===== src/verilog/stp_defines.svh =====
// register map, field positions and reset values of the port state block
// What this block and its host do
// RQ1: port five is host, outside state control
// RQ2: ports one to four own three controls
// RQ3: disabled port passes no ordinary frames
// RQ4: disabled port still sends override frames up
// RQ5: host sends none to, drops from disabled
// RQ6: blocking port forwards only override frames up
// RQ7: host transmits nothing toward blocking port
// RQ8: host loads override entries for such states
// RQ9: tail tag directed frames bypass transmit enable
// RQ10: learning disable stops source address learning
// RQ11: learning state learns, passes host traffic only
// RQ12: forwarding state forwards, receives and learns
// RQ13: tail tag honoured only when globally enabled
// RQ14: control change hits one port, later frames
`ifndef STP_DEFINES_SVH
`define STP_DEFINES_SVH

`define STP_ADDR_W         8
`define STP_DATA_W         8
`define STP_NUM_PORTS      4
`define STP_HOST_PORT      3'h5
`define STP_HOST_MASK      5'h10

`define STP_GLOBAL_OFS     8'h0c
`define STP_P1_OFS         8'h12
`define STP_P2_OFS         8'h22
`define STP_P3_OFS         8'h32
`define STP_P4_OFS         8'h42
`define STP_STATUS_OFS     8'hf0

`define STP_TAILTAG_BIT    1
`define STP_TX_EN_BIT      2
`define STP_RX_EN_BIT      1
`define STP_LRN_DIS_BIT    0

`define STP_PORT_CTRL_RST  8'h06
`define STP_GLOBAL_RST     8'h00

`endif


===== src/verilog/stp_pkg.sv =====
// types shared by the port state block, its host model and its bench
package stp_pkg;

   // decoded spanning tree class of one port
   typedef enum logic [1:0] {
      STP_DISCARD,
      STP_LEARNING,
      STP_FORWARDING,
      STP_IRREGULAR
   } stp_class_e;

   // frame descriptor offered by the lookup engine
   typedef struct packed {
      logic [2:0] src;
      logic [4:0] dst;
      logic       ovr;
      logic       tag_v;
      logic [7:0] tag;
   } stp_frame_s;

   // forwarding decision handed to the queue manager
   typedef struct packed {
      logic [2:0] src;
      logic [4:0] fwd;
      logic       learn;
      logic [1:0] queue;
   } stp_dec_s;

endpackage : stp_pkg


===== src/verilog/stp_port_state.sv =====
// spanning tree port state control with its register port
//
// Strobed register access was chosen for this implementation.
`timescale 1ns/1ns
`include "stp_defines.svh"
module stp_port_state (
   // clock, reset and freeze
   input  wire logic                    MCLK_I,
   input  wire logic                    RST_N_I,
   input  wire logic                    CE_I,
   // register port
   input  wire logic [`STP_ADDR_W-1:0]  REG_ADDR_I,
   input  wire logic [`STP_DATA_W-1:0]  REG_WDATA_I,
   input  wire logic                    REG_WR_I,
   input  wire logic                    REG_RD_I,
   output logic      [`STP_DATA_W-1:0]  REG_RDATA_O,
   // frame descriptors from lookup
   input  wire logic                    FRM_VALID_I,
   input  wire stp_pkg::stp_frame_s     FRM_I,
   output logic                         FRM_READY_O,
   // forwarding decisions to queueing
   output logic                         DEC_VALID_O,
   output stp_pkg::stp_dec_s            DEC_O,
   input  wire logic                    DEC_READY_I
);

   localparam int NP = `STP_NUM_PORTS;
   localparam int DW = $bits(stp_pkg::stp_dec_s);

   ////////////////////////////////////////////////////////////////////////
   // decoding helpers

   // one-hot select of the per-port control registers
   function automatic logic [NP-1:0] port_sel(
      input logic [`STP_ADDR_W-1:0] a
   );
      port_sel = {a == `STP_P4_OFS, a == `STP_P3_OFS,
                  a == `STP_P2_OFS, a == `STP_P1_OFS};
   endfunction : port_sel

   // class of a port from its three state controls
   function automatic stp_pkg::stp_class_e class_of(
      input logic [`STP_DATA_W-1:0] c
   );
      logic tx;
      logic rx;
      logic ld;
      tx = c[`STP_TX_EN_BIT];
      rx = c[`STP_RX_EN_BIT];
      ld = c[`STP_LRN_DIS_BIT];
      if (!tx && !rx && ld) begin
         class_of = stp_pkg::STP_DISCARD;
      end else if (!tx && !rx && !ld) begin
         class_of = stp_pkg::STP_LEARNING;
      end else if (tx && rx && !ld) begin
         class_of = stp_pkg::STP_FORWARDING;
      end else begin
         class_of = stp_pkg::STP_IRREGULAR;
      end
   endfunction : class_of

   ////////////////////////////////////////////////////////////////////////
   // registers

   logic [`STP_DATA_W-1:0] port_ctrl [NP];
   logic [`STP_DATA_W-1:0] global_ctrl;
   logic [`STP_DATA_W-1:0] status;
   logic [`STP_DATA_W-1:0] rd_mux;
   logic [NP-1:0]          wr_sel;
   logic [NP-1:0]          rd_sel;
   logic [NP-1:0]          tx_allow;
   logic [NP-1:0]          rx_en;
   logic [NP-1:0]          lrn_dis;
   logic                   wr_global;

   // write decode, shared with the read path through port_sel
   assign wr_sel    = REG_WR_I ? port_sel(REG_ADDR_I) : '0;
   assign wr_global = REG_WR_I & (REG_ADDR_I == `STP_GLOBAL_OFS);

   // RQ2 per-port controls
   // RQ14 one port each
   // each port keeps its own byte; a write touches only the selected one
   always_ff @(posedge MCLK_I or negedge RST_N_I) begin
      if (!RST_N_I) begin
         for (int i = 0; i < NP; i++) begin
            port_ctrl[i] <= `STP_PORT_CTRL_RST;
         end
      end else if (CE_I) begin
         for (int i = 0; i < NP; i++) begin
            if (wr_sel[i]) begin
               port_ctrl[i] <= REG_WDATA_I;
            end
         end
      end
   end

   // RQ13 global tag enable
   always_ff @(posedge MCLK_I or negedge RST_N_I) begin
      if (!RST_N_I) begin
         global_ctrl <= `STP_GLOBAL_RST;
      end else if (CE_I && wr_global) begin
         global_ctrl <= REG_WDATA_I;
      end
   end

   // per-port control fields and the read-only class status
   generate
      for (genvar g = 0; g < NP; g++) begin : g_port
         assign tx_allow[g] = port_ctrl[g][`STP_TX_EN_BIT];
         assign rx_en[g]    = port_ctrl[g][`STP_RX_EN_BIT];
         assign lrn_dis[g]  = port_ctrl[g][`STP_LRN_DIS_BIT];
         assign status[2*g +: 2] = class_of(port_ctrl[g]);
      end
   endgenerate

   // read select shares the port decode; unmapped addresses read as zero
   assign rd_sel = port_sel(REG_ADDR_I);
   assign rd_mux =
      rd_sel[0]                       ? port_ctrl[0] :
      rd_sel[1]                       ? port_ctrl[1] :
      rd_sel[2]                       ? port_ctrl[2] :
      rd_sel[3]                       ? port_ctrl[3] :
      (REG_ADDR_I == `STP_GLOBAL_OFS) ? global_ctrl  :
      (REG_ADDR_I == `STP_STATUS_OFS) ? status       :
      '0;

   // read data stand for the one cycle after the strobe only
   always_ff @(posedge MCLK_I or negedge RST_N_I) begin
      if (!RST_N_I) begin
         REG_RDATA_O <= '0;
      end else if (CE_I) begin
         REG_RDATA_O <= REG_RD_I ? rd_mux : '0;
      end
   end

   ////////////////////////////////////////////////////////////////////////
   // forwarding decision

   logic                src_host;
   logic                src_port;
   logic [1:0]          src_idx;
   logic [NP-1:0]       self_mask;
   logic                tail_en;
   logic                directed;
   logic [4:0]          normal_mask;
   logic [4:0]          ovr_mask;
   logic [4:0]          fwd;
   logic                learn;
   logic [1:0]          queue;
   logic                push;
   stp_pkg::stp_dec_s   next_dec;

   // RQ1 host port apart
   // port five is never subject to a state, only ports one to four are
   assign src_host = FRM_I.src == `STP_HOST_PORT;
   assign src_port = (FRM_I.src != 3'h0) && (FRM_I.src < `STP_HOST_PORT);
   assign src_idx  = 2'(FRM_I.src - 3'h1);
   assign self_mask = src_port ? 4'(4'h1 << src_idx) : 4'h0;

   // RQ13 tag needs enable
   // RQ9 directed bypass
   // a reserved all-zero destination falls back to the normal lookup
   assign tail_en  = global_ctrl[`STP_TAILTAG_BIT];
   assign directed = src_host & tail_en & FRM_I.tag_v &
                     (FRM_I.tag[3:0] != 4'h0);

   // RQ12 normal forwarding
   // egress ports with transmit disabled are stripped, and so is the source port
   assign normal_mask = {FRM_I.dst[4] & ~src_host,
                         FRM_I.dst[3:0] & tx_allow & ~self_mask};

   // RQ4 override to host
   // RQ6 blocking override only
   assign ovr_mask = FRM_I.ovr ? `STP_HOST_MASK : 5'h00;

   // RQ3 disabled drops
   // RQ11 host traffic only
   // receive disabled leaves just the override path to the host
   assign fwd =
      directed                  ? {1'b0, FRM_I.tag[3:0]} :
      src_host                  ? normal_mask :
      src_port && rx_en[src_idx] ? normal_mask :
      src_port                  ? ovr_mask :
      5'h00;

   // RQ10 learning gate
   // host port learning is outside the state controls
   assign learn = src_host | (src_port & ~lrn_dis[src_idx]);
   assign queue = directed ? FRM_I.tag[5:4] : 2'h0;

   assign next_dec.src   = FRM_I.src;
   assign next_dec.fwd   = fwd;
   assign next_dec.learn = learn;
   assign next_dec.queue = queue;

   // RQ14 later frames only
   // controls are sampled at acceptance; a write in the same cycle
   // applies from the next frame on
   assign push = CE_I & FRM_VALID_I & FRM_READY_O;

   // the buffer absorbs one decision while queueing stalls
   stp_skid #(
      .W (DW)
   ) u_skid (
      .clk_i       (MCLK_I),
      .rst_n_i     (RST_N_I),
      .ce_i        (CE_I),
      .in_valid_i  (FRM_VALID_I),
      .in_data_i   (next_dec),
      .in_ready_o  (FRM_READY_O),
      .out_valid_o (DEC_VALID_O),
      .out_data_o  (DEC_O),
      .out_ready_i (DEC_READY_I)
   );
endmodule : stp_port_state


===== src/verilog/stp_skid.sv =====
// two-entry buffer with valid and ready on both sides
`timescale 1ns/1ns
module stp_skid #(
   parameter int W = 8
) (
   // clock, reset and freeze
   input  wire logic         clk_i,
   input  wire logic         rst_n_i,
   input  wire logic         ce_i,
   // filling side
   input  wire logic         in_valid_i,
   input  wire logic [W-1:0] in_data_i,
   output logic              in_ready_o,
   // draining side
   output logic              out_valid_o,
   output logic [W-1:0]      out_data_o,
   input  wire logic         out_ready_i
);

   logic [W-1:0] skid;
   logic         accept;
   logic         room;

   // ready is the empty flag of the second entry, so it is a flop
   assign accept = in_valid_i & in_ready_o;
   assign room   = ~out_valid_o | out_ready_i;

   // the second entry catches the word that arrives during a stall
   always_ff @(posedge clk_i or negedge rst_n_i) begin
      if (!rst_n_i) begin
         out_valid_o <= 1'b0;
         out_data_o  <= '0;
         skid        <= '0;
         in_ready_o  <= 1'b1;
      end else if (ce_i) begin
         if (!in_ready_o) begin
            if (out_ready_i) begin
               out_data_o <= skid;
               in_ready_o <= 1'b1;
            end
         end else if (room) begin
            out_valid_o <= accept;
            if (accept) begin
               out_data_o <= in_data_i;
            end
         end else if (accept) begin
            skid       <= in_data_i;
            in_ready_o <= 1'b0;
         end
      end
   end
endmodule : stp_skid


===== config.mk =====
export PLATFORM = sky130hd
export DESIGN_NAME = stp_port_state
export DESIGN_NICKNAME = d
export VERILOG_FILES = /design/src/verilog/stp_pkg.sv /design/src/verilog/stp_port_state.sv /design/src/verilog/stp_skid.sv
export VERILOG_INCLUDE_DIRS = /design/src /design/src/verilog
export SDC_FILE = /design/constraint.sdc
export NUM_CORES = 1
export LEC_CHECK = 0
export BUFFER_PORTS_ARGS = -buffer_cell sky130_fd_sc_hd__buf_4
export CAP_MARGIN = 20
export CORE_ASPECT_RATIO = 1.1
export CORE_UTILIZATION = 30
export CTS_CLUSTER_SIZE = 28
export DETAILED_ROUTE_END_ITERATION = 10
export SLEW_MARGIN = 40
export SYNTH_ARGS = -nofsm -noshare
export SYNTH_HDL_FRONTEND = slang
export SYNTH_SLANG_ARGS = --single-unit

===== constraint.sdc =====
create_clock -name MCLK_I -period 2.3 [get_ports MCLK_I]
set_input_delay 0.46 -clock MCLK_I [delete_from_list [all_inputs] [get_ports MCLK_I]]
set_output_delay 0.46 -clock MCLK_I [all_outputs]
set_load 0.005 [all_outputs]

==> flow_summary.ini <==
[status]
outcome = finished clean

[synthesis]
postSynth.topFlopCell = sky130_fd_sc_hd__dfrtp_1
synthMuxAreaShare_pct = 15.07
edff_count_synth = 0
ys_seq_elements = 72
synth_fp_nets = 405
ys_types = 58
synth_top_family_by_area = simple AND/OR/NAND/NOR gates
syn_area_per_cell_sq_um = 10.84
post_syn_area_sq_mm = 0.003902
synth_compound_gate_area_share_pct = 14.84
synth_fa_ha_area_share_pct = 1.282
yosysWarnings = 0
yosys.area_share.xor_xnor_pct = 0
synth_instances = 360
yosys.area_share.simple_pct = 18.88
synthArstFlopShare_pct = 100.0
synth-seq-area-share_pct = 46.46

[global_routing]
grt_usage_pct = 16.65
grt_pass1_wl_mm = 17.35
grt_max_degree = 37
congestion_overflow_gr = 0
antenna_found_initial = 0
first_global_vias = 3309

[drt]
detailroute.via_count = 3141
detail_route.first_pass.iterations = 4
avgViaCountPerCell = 5.306
drc_errors = 0
drt_iter0_drc = 239
avgRoutedWirePerCell_um = 17.84
detail-route-antenna-nets = 0
detailed_route_wl_mm = 10.56

[worst_setup_path]
worst_ep_arrival_time_ns = 1.99
critPathMaxStageDelay_ns = 0.52
timing.rr.start = u_skid.in_ready_o
critical_path_cell_with_the_highest_stage_delay = sky130_fd_sc_hd__or4_1
timing.critical_path.mode_cell = sky130_fd_sc_hd__buf_4
timing.critical_path.to_type = flop
critical_path.startpoint_type = input port
critical_path_peak_fanout = 8
worst-r2r-cell-count = 4
cp_data_required_time_ns = 2.50
crit_chain = buf_4, or4_1, buf_4, or2_2, o221ai_1, o21ai_0
worst-r2r-setup-slack_ns = 0.52
timing.setup.critical_path_class = input port to flop
critical_path.reg2reg.endpoint = u_skid.out_data_o[5]

[sta]
slew_viol_final = 0
final_period_minus_worst_setup_slack_ns = 1.796
fin_worst_hold_slack_ns = 0.08367
worst_clock_skew_ns = 0.006232
setup-violations-final = 0
worst_slack_ns = 0.5036
totalNegativeSetupSlack_ns = 0
clock.fmax_ghz = 0.5567
finalCritPeriodShare_pct = 78.10
setup_repair_after_global_routing_missed_its_margin = false
finalHoldViolCount = 0
worst_slew_margin_rel_pct = 55.82
max_slew.worst_pin.slew_ns = 0.6627

[power]
power.switching_fraction_pct = 25.92
share_clk_of_total_power_pct = 39.9
cellLeakagePower_nw = 2.284
max-vdd-ir-drop_v = 0.0006249
p_int_mw = 2.894
finalPower_mw = 3.906
p_per_area_mw_per_mm2 = 790.6
power_switching_mw = 1.013
power_share_of_the_combinational_group_pct = 19.3
power_frac_seq_pct = 40.8

[clocking]
cts_sinks = 72
cts_post_setup_buffers_inserted = 0
worst_skew_pair_later_pin_latency_ns = 0.34
postCtsHoldBufs = 0
h_tree_level_count = 3
clk_transition_reported_paths_ns = 0.05
cts_root_buf = sky130_fd_sc_hd__clkbuf_16
cts_resized = 0
ctsLongestPathBuffers = 2
tritoncts_clock_tree = built
numCtsBuffers = 9

[finish]
share_of_final_layout_standard_cells_stronger_than_drive_strength_1_pct = 36.55
flow.area_growth_from_synthesis_pct = 26.61
fin_cells = 592
insertedDiodeCount = 0
design_area_sq_mm = 0.004941
nets = 475
postLayoutCoreUtil_pct = 39.08

[placement]
finalWeightedCongestion = 0.8291
detailed_place_hpwl_mm = 7.643
io_buffer_count = 59
dp.cells = 576
pre_cts_slack_ns = 0.1649
dpl_cell_area_sq_mm = 0.004607

[floorplan]
die_h_um = 121.6
initial_core_util_pct = 30.87
core_area_sq_mm = 0.01264
floorplan.io_pins = 62
chipWidth_um = 110.7
die_area_sq_mm = 0.01347
placement_rows = 43

[run]
max-cap-violations = 0

[worst_hold_path]
hold_path.class = input port to async pin
-- critical path: cells and delay by family --
| kind | cells | cell delay [ns] |
|---|---|---|
| and+or+nand+nor | 2 | 0.87 |
| buffers and inverters | 2 | 0.35 |
| AOI/OAI and AO/OA | 2 | 0.31 |
-- synthesized netlist by cell type, types with 3 or more instances --
cell / instances / area [sq um]
sky130_fd_sc_hd__inv_1: 18 / 67.56
sky130_fd_sc_hd__nand4_1: 3 / 18.77
sky130_fd_sc_hd__nand2_1: 31 / 116.4
sky130_fd_sc_hd__buf_1: 3 / 11.26
sky130_fd_sc_hd__a31oi_1: 14 / 87.58
sky130_fd_sc_hd__nor2_1: 15 / 56.30
sky130_fd_sc_hd__a2111oi_0: 8 / 70.07
sky130_fd_sc_hd__or4bb_1: 3 / 33.78
sky130_fd_sc_hd__buf_2: 3 / 15.01
sky130_fd_sc_hd__o221ai_1: 3 / 26.28
sky130_fd_sc_hd__nor3b_1: 3 / 22.52
sky130_fd_sc_hd__o21ai_0: 15 / 75.07
sky130_fd_sc_hd__mux2i_1: 7 / 70.07
sky130_fd_sc_hd__and3b_1: 3 / 26.28
sky130_fd_sc_hd__ha_1: 4 / 50.05
sky130_fd_sc_hd__nor3_1: 9 / 45.04
sky130_fd_sc_hd__a21oi_1: 6 / 30.03
sky130_fd_sc_hd__a32oi_1: 4 / 35.03
sky130_fd_sc_hd__clkbuf_1: 9 / 33.78
sky130_fd_sc_hd__mux2_2: 41 / 461.7
sky130_fd_sc_hd__nor2b_1: 8 / 50.05
sky130_fd_sc_hd__a21o_1: 7 / 52.55
sky130_fd_sc_hd__o31ai_1: 3 / 22.52
sky130_fd_sc_hd__dfstp_2: 9 / 236.5
sky130_fd_sc_hd__and2_1: 8 / 50.05
sky130_fd_sc_hd__or2_2: 5 / 31.28
sky130_fd_sc_hd__nand3_1: 9 / 45.04
sky130_fd_sc_hd__dfrtp_1: 63 / 1577
sky130_fd_sc_hd__a22o_1: 4 / 35.03
-- sequential cells by signal, indices dropped and copies added (netlist names) --
register	cells
lrn_dis	4
REG_RDATA_O	8
port_ctrl	28
u_skid.out_valid_o	1
global_ctrl	8
u_skid.in_ready_o	1
u_skid.out_data_o	11
u_skid.skid	11
-- power groups by stage --
| stage | Sequential [mW] | Combinational [mW] | Clock, mW |
|---|---|---|---|
| floorplan | 1.59 | 0.405 | 0 |
| detailed placement | 1.62 | 0.762 | 0 |
| finish | 1.59 | 0.753 | 1.56 |
| global placement | 1.61 | 0.745 | 0 |
| CTS | 1.60 | 0.765 | 1.58 |
| global route | 1.62 | 0.844 | 1.65 |
-- area by class of cell --
cell class	instances	area, sq um
fillers	1226	7702
flip-flops and latches	72	1813
inverters	18	67.56
well taps	157	196.4
multi-input cells	254	1954
repair buffers	75	575.6
clock inverters	2	60.06
clock buffers	14	274.0
-- kinds of logic after synthesis --
| group | after synthesis |
|---|---|
| muxes | 51 |
| AOI/OAI and AO/OA | 81 |
| adders and majority gates | 4 |
| DFF | 72 |
| buffers and inverters | 34 |
| and+or+nand+nor | 118 |
-- worst max-delay path by stage --
stage,cells past startpoint,startpoint,end
floorplan,5,REG_ADDR_I[0],port_ctrl[6]
global placement,5,REG_ADDR_I[3],port_ctrl[15]
detailed placement,7,FRM_I[15],u_skid.skid[3]
CTS,4,u_skid.in_ready_o,u_skid.out_data_o[5]
global route,7,FRM_I[15],u_skid.skid[3]
finish,6,REG_ADDR_I[0],REG_RDATA_O[0]
-- metal layers --
layer / share of wire (%) / up-vias / GRT usage, %
met3: 5.8 / 20 / 4.030
met2: 49 / 96 / 28.69
li1: - / 1480 / -
met1: 43 / 1545 / 20.07
met5: 0 / - / 0
met4: 1.8 / 0 / 6.667
-- placed cells by master, fill, tap and decap left out, types with 3 or more instances in the layout --
cell type	n
sky130_fd_sc_hd__o31ai_1	3
sky130_fd_sc_hd__clkbuf_8	3
sky130_fd_sc_hd__clkbuf_16	9
sky130_fd_sc_hd__a21o_1	7
sky130_fd_sc_hd__nand2_1	31
sky130_fd_sc_hd__o221ai_1	3
sky130_fd_sc_hd__ha_1	4
sky130_fd_sc_hd__nor2_1	15
sky130_fd_sc_hd__or4bb_1	3
sky130_fd_sc_hd__a21oi_1	6
sky130_fd_sc_hd__dfstp_2	9
sky130_fd_sc_hd__nor3b_1	3
sky130_fd_sc_hd__nand4_1	3
sky130_fd_sc_hd__nor3_1	9
sky130_fd_sc_hd__inv_1	18
sky130_fd_sc_hd__a22o_1	4
sky130_fd_sc_hd__mux2i_1	7
sky130_fd_sc_hd__mux2_2	41
sky130_fd_sc_hd__or2_2	5
sky130_fd_sc_hd__and3b_1	3
sky130_fd_sc_hd__and2_1	8
sky130_fd_sc_hd__nand3_1	9
sky130_fd_sc_hd__a32oi_1	4
sky130_fd_sc_hd__nor2b_1	8
sky130_fd_sc_hd__a2111oi_0	8
sky130_fd_sc_hd__buf_4	74
sky130_fd_sc_hd__a31oi_1	14
sky130_fd_sc_hd__o21ai_0	15
sky130_fd_sc_hd__dfrtp_1	63
No activity file was read; power rests on OpenSTA's default activity.
